[config.mk]
export PLATFORM = sky130hd
export DESIGN_NAME = unit_clock_gating
export DESIGN_NICKNAME = d
export VERILOG_FILES = /design/src/inc/clock_gating_pkg.sv /design/src/hdl/unit_clock_gating.sv
export SDC_FILE = /design/constraint.sdc
export NUM_CORES = 1
export LEC_CHECK = 0
export BUFFER_PORTS_ARGS = -buffer_cell sky130_fd_sc_hd__clkbuf_2
export CAP_MARGIN = 20
export CELL_PAD_IN_SITES_DETAIL_PLACEMENT = 1
export CELL_PAD_IN_SITES_GLOBAL_PLACEMENT = 2
export CORE_ASPECT_RATIO = 0.7
export CORE_MARGIN = 4
export CORE_UTILIZATION = 30
export DETAILED_ROUTE_END_ITERATION = 10
export PLACE_DENSITY = 0.9
export SLEW_MARGIN = 5
export SYNTH_ARGS = -nofsm -noshare
export SYNTH_HDL_FRONTEND = slang
export SYNTH_SLANG_ARGS = --single-unit
export TNS_END_PERCENT = 50
[constraint.sdc]
create_clock -name I_SYS_CLK -period 1.83 [get_ports I_SYS_CLK]
set_input_delay 0.2745 -clock I_SYS_CLK [delete_from_list [all_inputs] [get_ports I_SYS_CLK]]
set_output_delay 0.2745 -clock I_SYS_CLK [all_outputs]
set_load 0.01 [all_outputs]
[src/inc/clock_gating_pkg.sv]
// Constants, types and register map of the peripheral clock gating block
package clock_gating_pkg;

    localparam int REG_W      = 32;
    localparam int ADDR_W     = 12;
    localparam int UNIT_COUNT = 8;

    // Block base in the system map; the port carries only the offset
    localparam logic [31:0] SYS_CTRL_BASE = 32'h400f_e000;

    localparam logic [ADDR_W-1:0] RUN_CFG_OFS    = 12'h060;
    localparam logic [ADDR_W-1:0] RUN_EN_OFS     = 12'h104;
    localparam logic [ADDR_W-1:0] SLEEP_EN_OFS   = 12'h114;
    localparam logic [ADDR_W-1:0] DEEP_EN_OFS    = 12'h124;
    localparam logic [ADDR_W-1:0] INT_STATUS_OFS = 12'h130;
    localparam logic [ADDR_W-1:0] INT_MASK_OFS   = 12'h134;
    localparam logic [ADDR_W-1:0] FAULT_INFO_OFS = 12'h138;
    localparam logic [ADDR_W-1:0] ACTIVE_EN_OFS  = 12'h13c;

    // Unit order: async serial 0, sync serial 0, counters 0..2, comparators a..c
    localparam int UNIT_BIT [UNIT_COUNT] = '{0, 4, 16, 17, 18, 24, 25, 26};

    localparam logic [REG_W-1:0] GATE_WRITE_MASK = 32'h0707_0011;
    localparam logic [REG_W-1:0] GATE_RESET      = 32'h0000_0000;
    localparam logic [REG_W-1:0] READ_IDLE       = 32'h0000_0000;

    localparam int AUTO_GATING_BIT  = 0;
    localparam int FAULT_VALID_BIT  = 31;

    typedef enum logic [1:0] {
        PWR_RUN,
        PWR_SLEEP,
        PWR_DEEP
    } power_state_type;

    typedef struct packed {
        logic [ADDR_W-1:0] addr;
        logic [REG_W-1:0]  wdata;
        logic              wr;
        logic              rd;
    } reg_req_type;

endpackage

[src/hdl/unit_clock_gating.sv]
// Register-programmed clock enables and access faults for the second unit group
`timescale 1ns/100ps
// How it works
// - Set gate bit clocks and enables unit
// - Clear bit stops clock, access faults
// - All gate bits reset to zero
// - Separate run, sleep, deep-sleep gate registers
// - Sleep registers act only with auto gating
// - Bits 18..16 gate counters 2..0
// - Bit 4 gates sync serial 0
// - Bit 0 gates async serial 0
// - Bits 26..24 gate comparators 2..0
// - Reserved bits read-only, read zero
// - Run register at 0x104, resets zero
// - Sleep register at 0x114, resets zero
// - Deep-sleep register at 0x124, same layout
module unit_clock_gating
    import clock_gating_pkg::*;
#(
    parameter int NUM_UNITS = UNIT_COUNT,
    parameter int DATA_W    = REG_W
) (
    input  wire logic            I_SYS_CLK,
    input  wire logic            I_RST,
    input  wire reg_req_type     I_REG_REQ,
    output logic [DATA_W-1:0]    O_REG_RDATA,
    input  wire power_state_type I_POWER_STATE,
    input  wire logic [NUM_UNITS-1:0] I_UNIT_ACCESS,
    output logic [NUM_UNITS-1:0] O_UNIT_CLK_EN,
    output logic                 O_BUS_FAULT,
    output logic                 O_IRQ
);

    localparam int IDX_W = $clog2(UNIT_COUNT);

    // The bit table and the read mux are built for exactly this shape
    generate
        if (NUM_UNITS != UNIT_COUNT || DATA_W != REG_W) begin : g_bad_shape
            $error("unit_clock_gating: unsupported NUM_UNITS or DATA_W");
        end
    endgenerate

    // Register state
    logic [DATA_W-1:0]    run_en_q;
    logic [DATA_W-1:0]    sleep_en_q;
    logic [DATA_W-1:0]    deep_en_q;
    logic                 auto_gate_q;
    logic [NUM_UNITS-1:0] int_status_q;
    logic [NUM_UNITS-1:0] int_status_d;
    logic [NUM_UNITS-1:0] int_mask_q;
    logic [NUM_UNITS-1:0] clk_en_q;
    logic                 fault_q;
    logic                 irq_q;
    logic [DATA_W-1:0]    rdata_q;
    logic [IDX_W-1:0]     fault_idx_q;
    logic [IDX_W-1:0]     fault_idx_d;
    logic                 fault_seen_q;

    // Address decode
    wire logic do_wr     = I_REG_REQ.wr;
    wire logic do_rd     = I_REG_REQ.rd;
    wire logic hit_cfg   = I_REG_REQ.addr == RUN_CFG_OFS;
    wire logic hit_run   = I_REG_REQ.addr == RUN_EN_OFS;
    wire logic hit_sleep = I_REG_REQ.addr == SLEEP_EN_OFS;
    wire logic hit_deep  = I_REG_REQ.addr == DEEP_EN_OFS;
    wire logic hit_stat  = I_REG_REQ.addr == INT_STATUS_OFS;
    wire logic hit_mask  = I_REG_REQ.addr == INT_MASK_OFS;
    wire logic hit_info  = I_REG_REQ.addr == FAULT_INFO_OFS;
    wire logic hit_act   = I_REG_REQ.addr == ACTIVE_EN_OFS;

    // Only documented gate bits are storable; the rest stay zero
    wire logic [DATA_W-1:0] gate_wdata = I_REG_REQ.wdata & GATE_WRITE_MASK;

    // Register selection by power state
    wire logic use_sleep = auto_gate_q && (I_POWER_STATE == PWR_SLEEP);
    wire logic use_deep  = auto_gate_q && (I_POWER_STATE == PWR_DEEP);
    wire logic [DATA_W-1:0] sel_word = use_sleep ? sleep_en_q :
                                       use_deep  ? deep_en_q  : run_en_q;

    // Per-unit views of the gate words
    logic [NUM_UNITS-1:0] run_units;
    logic [NUM_UNITS-1:0] sleep_units;
    logic [NUM_UNITS-1:0] deep_units;
    logic [NUM_UNITS-1:0] unit_sel;
    logic [NUM_UNITS-1:0] fault_evt;

    generate
        for (genvar u = 0; u < NUM_UNITS; u++) begin : g_unit
            assign run_units[u]   = run_en_q[UNIT_BIT[u]];
            assign sleep_units[u] = sleep_en_q[UNIT_BIT[u]];
            assign deep_units[u]  = deep_en_q[UNIT_BIT[u]];
            assign unit_sel[u]    = sel_word[UNIT_BIT[u]];
            // Fault against the enable the unit actually sees now
            assign fault_evt[u]   = I_UNIT_ACCESS[u] & ~clk_en_q[u];
        end
    endgenerate

    // Interrupt status, write one to clear; a new fault beats the clear
    wire logic [NUM_UNITS-1:0] stat_clr =
        (do_wr && hit_stat) ? I_REG_REQ.wdata[NUM_UNITS-1:0] : '0;
    assign int_status_d = (int_status_q & ~stat_clr) | fault_evt;

    wire logic [NUM_UNITS-1:0] mask_d =
        (do_wr && hit_mask) ? I_REG_REQ.wdata[NUM_UNITS-1:0] : int_mask_q;

    // Lowest faulting unit is reported when several fault together
    always_comb begin
        fault_idx_d = fault_idx_q;
        for (int i = NUM_UNITS - 1; i >= 0; i--) begin
            if (fault_evt[i]) begin
                fault_idx_d = IDX_W'(i);
            end
        end
    end

    // Read mux
    wire logic [DATA_W-1:0] cfg_word  = {{(DATA_W-1){1'b0}}, auto_gate_q};
    wire logic [DATA_W-1:0] stat_word = {{(DATA_W-NUM_UNITS){1'b0}}, int_status_q};
    wire logic [DATA_W-1:0] mask_word = {{(DATA_W-NUM_UNITS){1'b0}}, int_mask_q};
    wire logic [DATA_W-1:0] act_word  = {{(DATA_W-NUM_UNITS){1'b0}}, clk_en_q};
    wire logic [DATA_W-1:0] info_word =
        {fault_seen_q, {(DATA_W-1-IDX_W){1'b0}}, fault_idx_q};
    wire logic [DATA_W-1:0] rd_mux =
        hit_cfg   ? cfg_word   :
        hit_run   ? run_en_q   :
        hit_sleep ? sleep_en_q :
        hit_deep  ? deep_en_q  :
        hit_stat  ? stat_word  :
        hit_mask  ? mask_word  :
        hit_info  ? info_word  :
        hit_act   ? act_word   : READ_IDLE;

    // Gate registers
    always_ff @(posedge I_SYS_CLK) begin
        if (I_RST) begin
            run_en_q   <= GATE_RESET;
            sleep_en_q <= GATE_RESET;
            deep_en_q  <= GATE_RESET;
        end else if (do_wr) begin
            if (hit_run) begin
                run_en_q <= gate_wdata;
            end
            if (hit_sleep) begin
                sleep_en_q <= gate_wdata;
            end
            if (hit_deep) begin
                deep_en_q <= gate_wdata;
            end
        end
    end

    always_ff @(posedge I_SYS_CLK) begin
        if (I_RST) begin
            auto_gate_q <= 1'b0;
        end else if (do_wr && hit_cfg) begin
            auto_gate_q <= I_REG_REQ.wdata[AUTO_GATING_BIT];
        end
    end

    // Enables change only just after a rising edge, so the downstream
    // latch-based gate cells never see a change while the clock is low
    always_ff @(posedge I_SYS_CLK) begin
        if (I_RST) begin
            clk_en_q <= '0;
        end else begin
            clk_en_q <= unit_sel;
        end
    end

    always_ff @(posedge I_SYS_CLK) begin
        if (I_RST) begin
            fault_q <= 1'b0;
        end else begin
            fault_q <= |fault_evt;
        end
    end

    always_ff @(posedge I_SYS_CLK) begin
        if (I_RST) begin
            int_status_q <= '0;
            int_mask_q   <= '0;
            irq_q        <= 1'b0;
        end else begin
            int_status_q <= int_status_d;
            int_mask_q   <= mask_d;
            irq_q        <= |(int_status_d & mask_d);
        end
    end

    always_ff @(posedge I_SYS_CLK) begin
        if (I_RST) begin
            fault_idx_q  <= '0;
            fault_seen_q <= 1'b0;
        end else begin
            fault_idx_q  <= fault_idx_d;
            fault_seen_q <= fault_seen_q | (|fault_evt);
        end
    end

    // Read data stand only in the cycle after the strobe
    always_ff @(posedge I_SYS_CLK) begin
        if (I_RST) begin
            rdata_q <= READ_IDLE;
        end else begin
            rdata_q <= do_rd ? rd_mux : READ_IDLE;
        end
    end

    assign O_UNIT_CLK_EN = clk_en_q;
    assign O_BUS_FAULT   = fault_q;
    assign O_IRQ         = irq_q;
    assign O_REG_RDATA   = rdata_q;
endmodule

# Word-level counts from Yosys, hierarchy flattened
# Cells that the tools add are included.
[op_classes] mux=19 reduce_logical=18 bitwise=22 eq_ne=10
[ops] op="2-to-1 mux 32 bit" count=6
[ops] op="== test 12 x 9 -> 1 bit, second input constant" count=7
[ops] op="2-to-1 mux 27 bit" count=2
[ops] op="2-to-1 mux 8 bit" count=3
[ops] op="AND 8 bit" count=2
[ops] op="OR reduction 8 bit" count=2
[ops] op="== test 12 x 7 -> 1 bit, second input constant" count=1
[ops] op="2-to-1 mux 3 bit" count=4
[ops] op="NOT 1 bit" count=9
[ops] op="AND 1 bit" count=8
[ops] op="NOT 8 bit" count=1
[ops] op="bitwise OR 8 bit" count=1
[ops] op="nonzero test 7 bit" count=1
[ops] op="AND reduction 2 bit" count=3
[ops] op="nonzero test 6 bit" count=1
[ops] op="OR reduction 3 bit" count=2
[ops] op="logical AND 1 bit" count=5
[ops] op="OR reduction 5 bit" count=1
[ops] op="2-to-1 mux 2 bit" count=2
[ops] op="nonzero test 4 bit" count=1
[ops] op="OR reduction 2 bit" count=2
[ops] op="== test 2 x 1 -> 1 bit, second input constant" count=1
[ops] op="== test 2 bit, second input constant" count=1
[ops] op="2-to-1 mux 1 bit" count=2
[ops] op="bitwise OR 1 bit" count=1
[totals] register_bits=87 elab_cells=84

# Logic depth before layout (Yosys ltp)
[depth] depth_word=9 ltp_mapped=7 depth_no_buf=6

# Worst setup path before layout
# Ideal clock, no wire load.
[synth_timing] path_type="in2reg" start="in I_REG_REQ[41] (netlist name)" end="reg irq_q, in the netlist O_IRQ" arrival_ns=1.498 t_required_ns=1.697 setup_time_ns=0.133 path_buffers=0 cell_stages=6 slack_ns=0.200 path_cell_list="nor4_4 > nand4_2 > mux2i_1 > o22ai_1 > nor2_1 > a21oi_1"
[synth_between] elab_chain_cells=8
[synth_lines] element="start: declaration" line="unit_clock_gating.sv:25" source="input wire reg_req_type I_REG_REQ,"
[synth_lines] element="== test 12 x 9 -> 1 bit" line="unit_clock_gating.sv:66" source="wire logic hit_stat = I_REG_REQ.addr == INT_STATUS_OFS;"
[synth_lines] element="logical AND 1 bit" line="unit_clock_gating.sv:100" source="(do_wr && hit_stat) ? I_REG_REQ.wdata[NUM_UNITS-1:0] : '0;"
[synth_lines] element="2-to-1 mux 8 bit" line="unit_clock_gating.sv:100"
[synth_lines] element="NOT 8 bit" line="unit_clock_gating.sv:101" source="assign int_status_d = (int_status_q & ~stat_clr) | fault_evt;"
[synth_lines] element="AND 8 bit" line="unit_clock_gating.sv:101"
[synth_lines] element="bitwise OR 8 bit" line="unit_clock_gating.sv:101"
[synth_lines] element="AND 8 bit (*)" line="unit_clock_gating.sv:186" source="irq_q <= |(int_status_d & mask_d);"
[synth_lines] element="OR reduction 8 bit (*)" line="unit_clock_gating.sv:186"
[synth_lines] element="end signal: assignment" line="unit_clock_gating.sv:186"
[synth_lines] element="end: declaration" line="unit_clock_gating.sv:53" source="logic irq_q;"
# Mark *: on every way between the ends. The rest lies on a longest branch, timed or not.
# A chain may end at the register's enable or synchronous reset.

# Worst setup path after layout
[layout_timing] start="in I_REG_REQ[35] (netlist name)" end="reg rdata_q[17], in the netlist O_REG_RDATA[17]"
[layout_between] elab_chain_cells=6
[layout_lines] element="== test 12 x 9 -> 1 bit" line="unit_clock_gating.sv:67" source="wire logic hit_mask = I_REG_REQ.addr == INT_MASK_OFS;"
[layout_lines] element="2-to-1 mux 32 bit" line="unit_clock_gating.sv:129" source="hit_mask ? mask_word :"
[layout_lines] element="2-to-1 mux 32 bit" line="unit_clock_gating.sv:128" source="hit_stat ? stat_word :"
[layout_lines] element="2-to-1 mux 32 bit" line="unit_clock_gating.sv:127" source="hit_deep ? deep_en_q :"
[layout_lines] element="2-to-1 mux 32 bit" line="unit_clock_gating.sv:126" source="hit_sleep ? sleep_en_q :"
[layout_lines] element="2-to-1 mux 32 bit" line="unit_clock_gating.sv:125" source="hit_run ? run_en_q :"
[layout_lines] element="end signal: assignment" line="unit_clock_gating.sv:205" source="rdata_q <= do_rd ? rd_mux : READ_IDLE;"
[layout_lines] element="end: declaration" line="unit_clock_gating.sv:54" source="logic [DATA_W-1:0] rdata_q;"
# Several ways; a longest one is shown, not always the timed one.

==> results.py <==
metrics = {
    "place": {
        "hpwl_um": 7750,
        "placed_cells": 564,
        "gp_congestion": 0.803,
        "portBuffers": 64,
    },
    "routing": {
        "drc": 0,
        "met2WireLength_um": 5000,
        "dr_wl_met3_um": 565,
        "first_iter_violations": 161,
        "ant_nets": 0,
        "m1WireLength_um": 4920,
        "viasPerCell": 5.14,
        "wire_per_inst_um": 18.4,
        "num_vias": 2980,
        "wl_um": 10700,
        "highest_layer": "met4",
        "dr.pass1.iters": 4,
    },
    "timing": {
        "report.final.slew_viol_count": 0,
        "clock_skew_ps": 5.06,
        "hold_ws_ps": 216,
        "max_slew_margin": 0.566,
        "fmax_mhz": 569,
        "worstMarginPinSlew_ps": 634,
        "timing.final.crit_share": 0.961,
        "fin_crit_ps": 1760,
        "hold_viol": 0,
        "tns_ps": 0,
        "setup_viol": 0,
        "rsz0062_at_grt": "no",
    },
    "critical_path": {
        "crit_chain": "clkbuf_2 -> nor4b_4 -> nand3_2 -> nand2b_4 -> a2111oi_0 -> buf_4",
        "r2r_slack_ps": 230,
        "reg2reg_to": "O_IRQ",
        "crit_path_end_kind": "flip-flop",
        "ff2ff_path_depth": 6,
        "crit_required_ps": 2100,
        "path_max_fanout": 6,
        "worst_setup_path_start_kind": "primary input",
        "crit_path_max_incr_delay_ps": 590,
        "critPathTopFamily": "simple AND/OR/NAND/NOR gates",
        "path_class": "primary input to flip-flop",
        "path_buf_inv": 2,
        "regToRegStartpoint": "O_UNIT_CLK_EN[0]",
        "cp_slowest_cell": "a2111oi_0",
        "worst_ep_arrival_time_ps": 2030,
        "cp_num_cells": 6,
    },
    "cts": {
        "clk_latency_ps": 330,
        "cts_hold_buf": 0,
        "clock_sinks": 70,
        "cts.path.max_buffers": 2,
        "cts_tree": "built",
        "postCtsSetupRepairBufs": 0,
        "numCtsBuffers": 9,
        "clk_pin_slew_worst_paths_ps": 60,
        "h-tree-depth": 3,
        "clockRootBuffer": "clkbuf_16",
        "cts_resized": 0,
    },
    "power": {
        "leakage_nw": 1.81,
        "peakVddDrop_v": 0.000442,
        "power_density_nw_per_um2": 850,
    },
    "synth": {
        "async_flop_share": 0,
        "ys_ff_latch": 70,
        "synth_area_um2": 3250,
        "synth-edff-count": 0,
        "syn-mean-instance-area_um2": 9.07,
        "syn_inst": 358,
        "ys_types": 48,
        "ys_seq_area_frac": 0.432,
        "synth-main-ff-cell": "dfxtp_1",
        "synth_warnings": 0,
    },
    "floorplanning": {
        "start_util": 0.311,
        "core-area_um2": 10400,
        "die_y_um": 95.0,
        "die-area_um2": 12600,
        "fp-row-count": 31,
        "dieWidth_um": 132,
        "ios": 100,
    },
    "final_layout": {
        "syn_to_final_growth_pct": 26.9,
        "drive_gt1_frac": 0.281,
        "fin_cells": 580,
        "n_antenna_cell": 0,
        "fin_nets": 501,
    },
    "worst_hold_path": {
        "holdCritStartpoint": "I_REG_REQ[20]",
        "hold_depth": 3,
        "hold_path_end": "run_en_q[18]",
        "hp-class": "primary input to flip-flop",
    },
    "run": {
        "max-cap-violations": 0,
    },
    "global_route": {
        "grt_max_degree": 55,
        "grt.overflow.total": 0,
        "antenna_found_initial": 0,
        "grt_first_pass_wirelength_um": 16500,
        "grt_usage": 0.168,
        "grt_pass1_vias": 3081,
    },
    "run_status": {
        "status": "complete, no violations",
    },
}
==> stage by stage <==
step / instance area, um^2 / setup WS, ps / util / total power [mW]
after floorplan: 3310 / 200 / - / 1.73
after global placement: 3820 / -155 / 0.366 / 1.82
after detailed placement: 3820 / -266 / 0.366 / 1.83
after CTS: 4120 / 74.2 / 0.395 / 3.52
after global routing: 4120 / 37.6 / 0.395 / 3.62
final: 4120 / 71.2 / 0.395 / 3.50
==> cells by family (layout without fill, tap and decap cells) <==
logic type | count (synthesis) | count (layout) | synth area share
flops | 70 | 70 | 0.432
mux | 37 | 37 | 0.115
other cells | 1 | 17 | 0.00116
simple gates | 152 | 152 | 0.257
compound gates | 59 | 59 | 0.125
buf+inv | 39 | 113 | 0.0694
==> layer usage <==
metal	track usage	up-vias
met5	0	-
met4	0.0510	0
met3	0.0411	17
met2	0.292	85
met1	0.210	1460
li1	-	1418
==> registers in the layout, indices dropped and copies added (netlist names) <==
name           count
O_BUS_FAULT        1
O_IRQ              1
O_REG_RDATA       15
O_UNIT_CLK_EN      8
auto_gate_q        1
deep_en_q          8
fault_idx_q        3
fault_seen_q       1
int_mask_q         8
int_status_q       8
run_en_q           8
sleep_en_q         8
==> layout make-up <==
class	instances	area, um^2
clock buffer	12	267
clock inverter	4	30.0
fill	1204	6310
inverter	4	15.0
multi-input combinational	265	1680
sequential	70	1400
tap	132	165
timing repair buffer	93	563
==> worst max path at each step <==
stage	startpoint	end	slack, ps
after floorplan	I_REG_REQ[41]	O_IRQ	200
after global placement	I_REG_REQ[35]	O_REG_RDATA[17]	-150
after detailed placement	I_REG_REQ[35]	O_REG_RDATA[17]	-270
after CTS	I_REG_REQ[35]	O_REG_RDATA[17]	70
after global routing	I_REG_REQ[45]	O_REG_RDATA[17]	40
final	I_REG_REQ[35]	O_REG_RDATA[17]	70
==> worst min-delay path, cell delays in order <==
cell	delay (ps)
clkbuf_2	100
nand3_1	70
a21oi_1	60
==> cell usage in the layout (no fill, tap or decap), types with 4 or more instances in the layout <==
master	count
dfxtp_1	70
clkbuf_2	64
nor2_1	62
mux2i_1	34
buf_4	27
nor2b_1	17
conb_1	17
nand2_1	16
nand3_1	15
o22ai_1	13
a21oi_1	12
nand2b_1	11
a211oi_1	10
clkbuf_16	9
a2111oi_0	7
a222oi_1	6
o21ai_0	5
nand3b_1	5
inv_1	4
==> power by group <==
| part | switching, mW | internal (mW) | total (mW) |
|---|---|---|---|
| logic | 0.155 | 0.0928 | 0.248 |
| registers | 0.00952 | 1.54 | 1.55 |
| clock network | 0.674 | 1.03 | 1.70 |
| total | 0.838 | 2.67 | 3.50 |
==> synth_stat cells (2+ instances only) <==
| master | count | area share |
|---|---|---|
| nor4_1 | 2 | 0.0039 |
| o21ai_0 | 5 | 0.0077 |
| a222oi_1 | 6 | 0.019 |
| a21oi_1 | 12 | 0.019 |
| dfxtp_1 | 70 | 0.43 |
| nor3_1 | 2 | 0.0031 |
| nand2_1 | 16 | 0.019 |
| and4b_1 | 2 | 0.0062 |
| nand4b_1 | 2 | 0.0054 |
| nor2_1 | 62 | 0.072 |
| o22ai_1 | 13 | 0.025 |
| inv_1 | 4 | 0.0046 |
| mux2i_1 | 34 | 0.10 |
| nand3_1 | 15 | 0.023 |
| clkbuf_1 | 14 | 0.016 |
| a2111oi_0 | 7 | 0.019 |
| a211oi_1 | 10 | 0.023 |
| nor2b_1 | 17 | 0.033 |
| mux2_2 | 3 | 0.010 |
| and3_2 | 2 | 0.0046 |
| nand2b_1 | 11 | 0.021 |
| nand3b_1 | 5 | 0.012 |
| buf_4 | 19 | 0.044 |
Note: power is estimated with default switching activity, not from simulation.
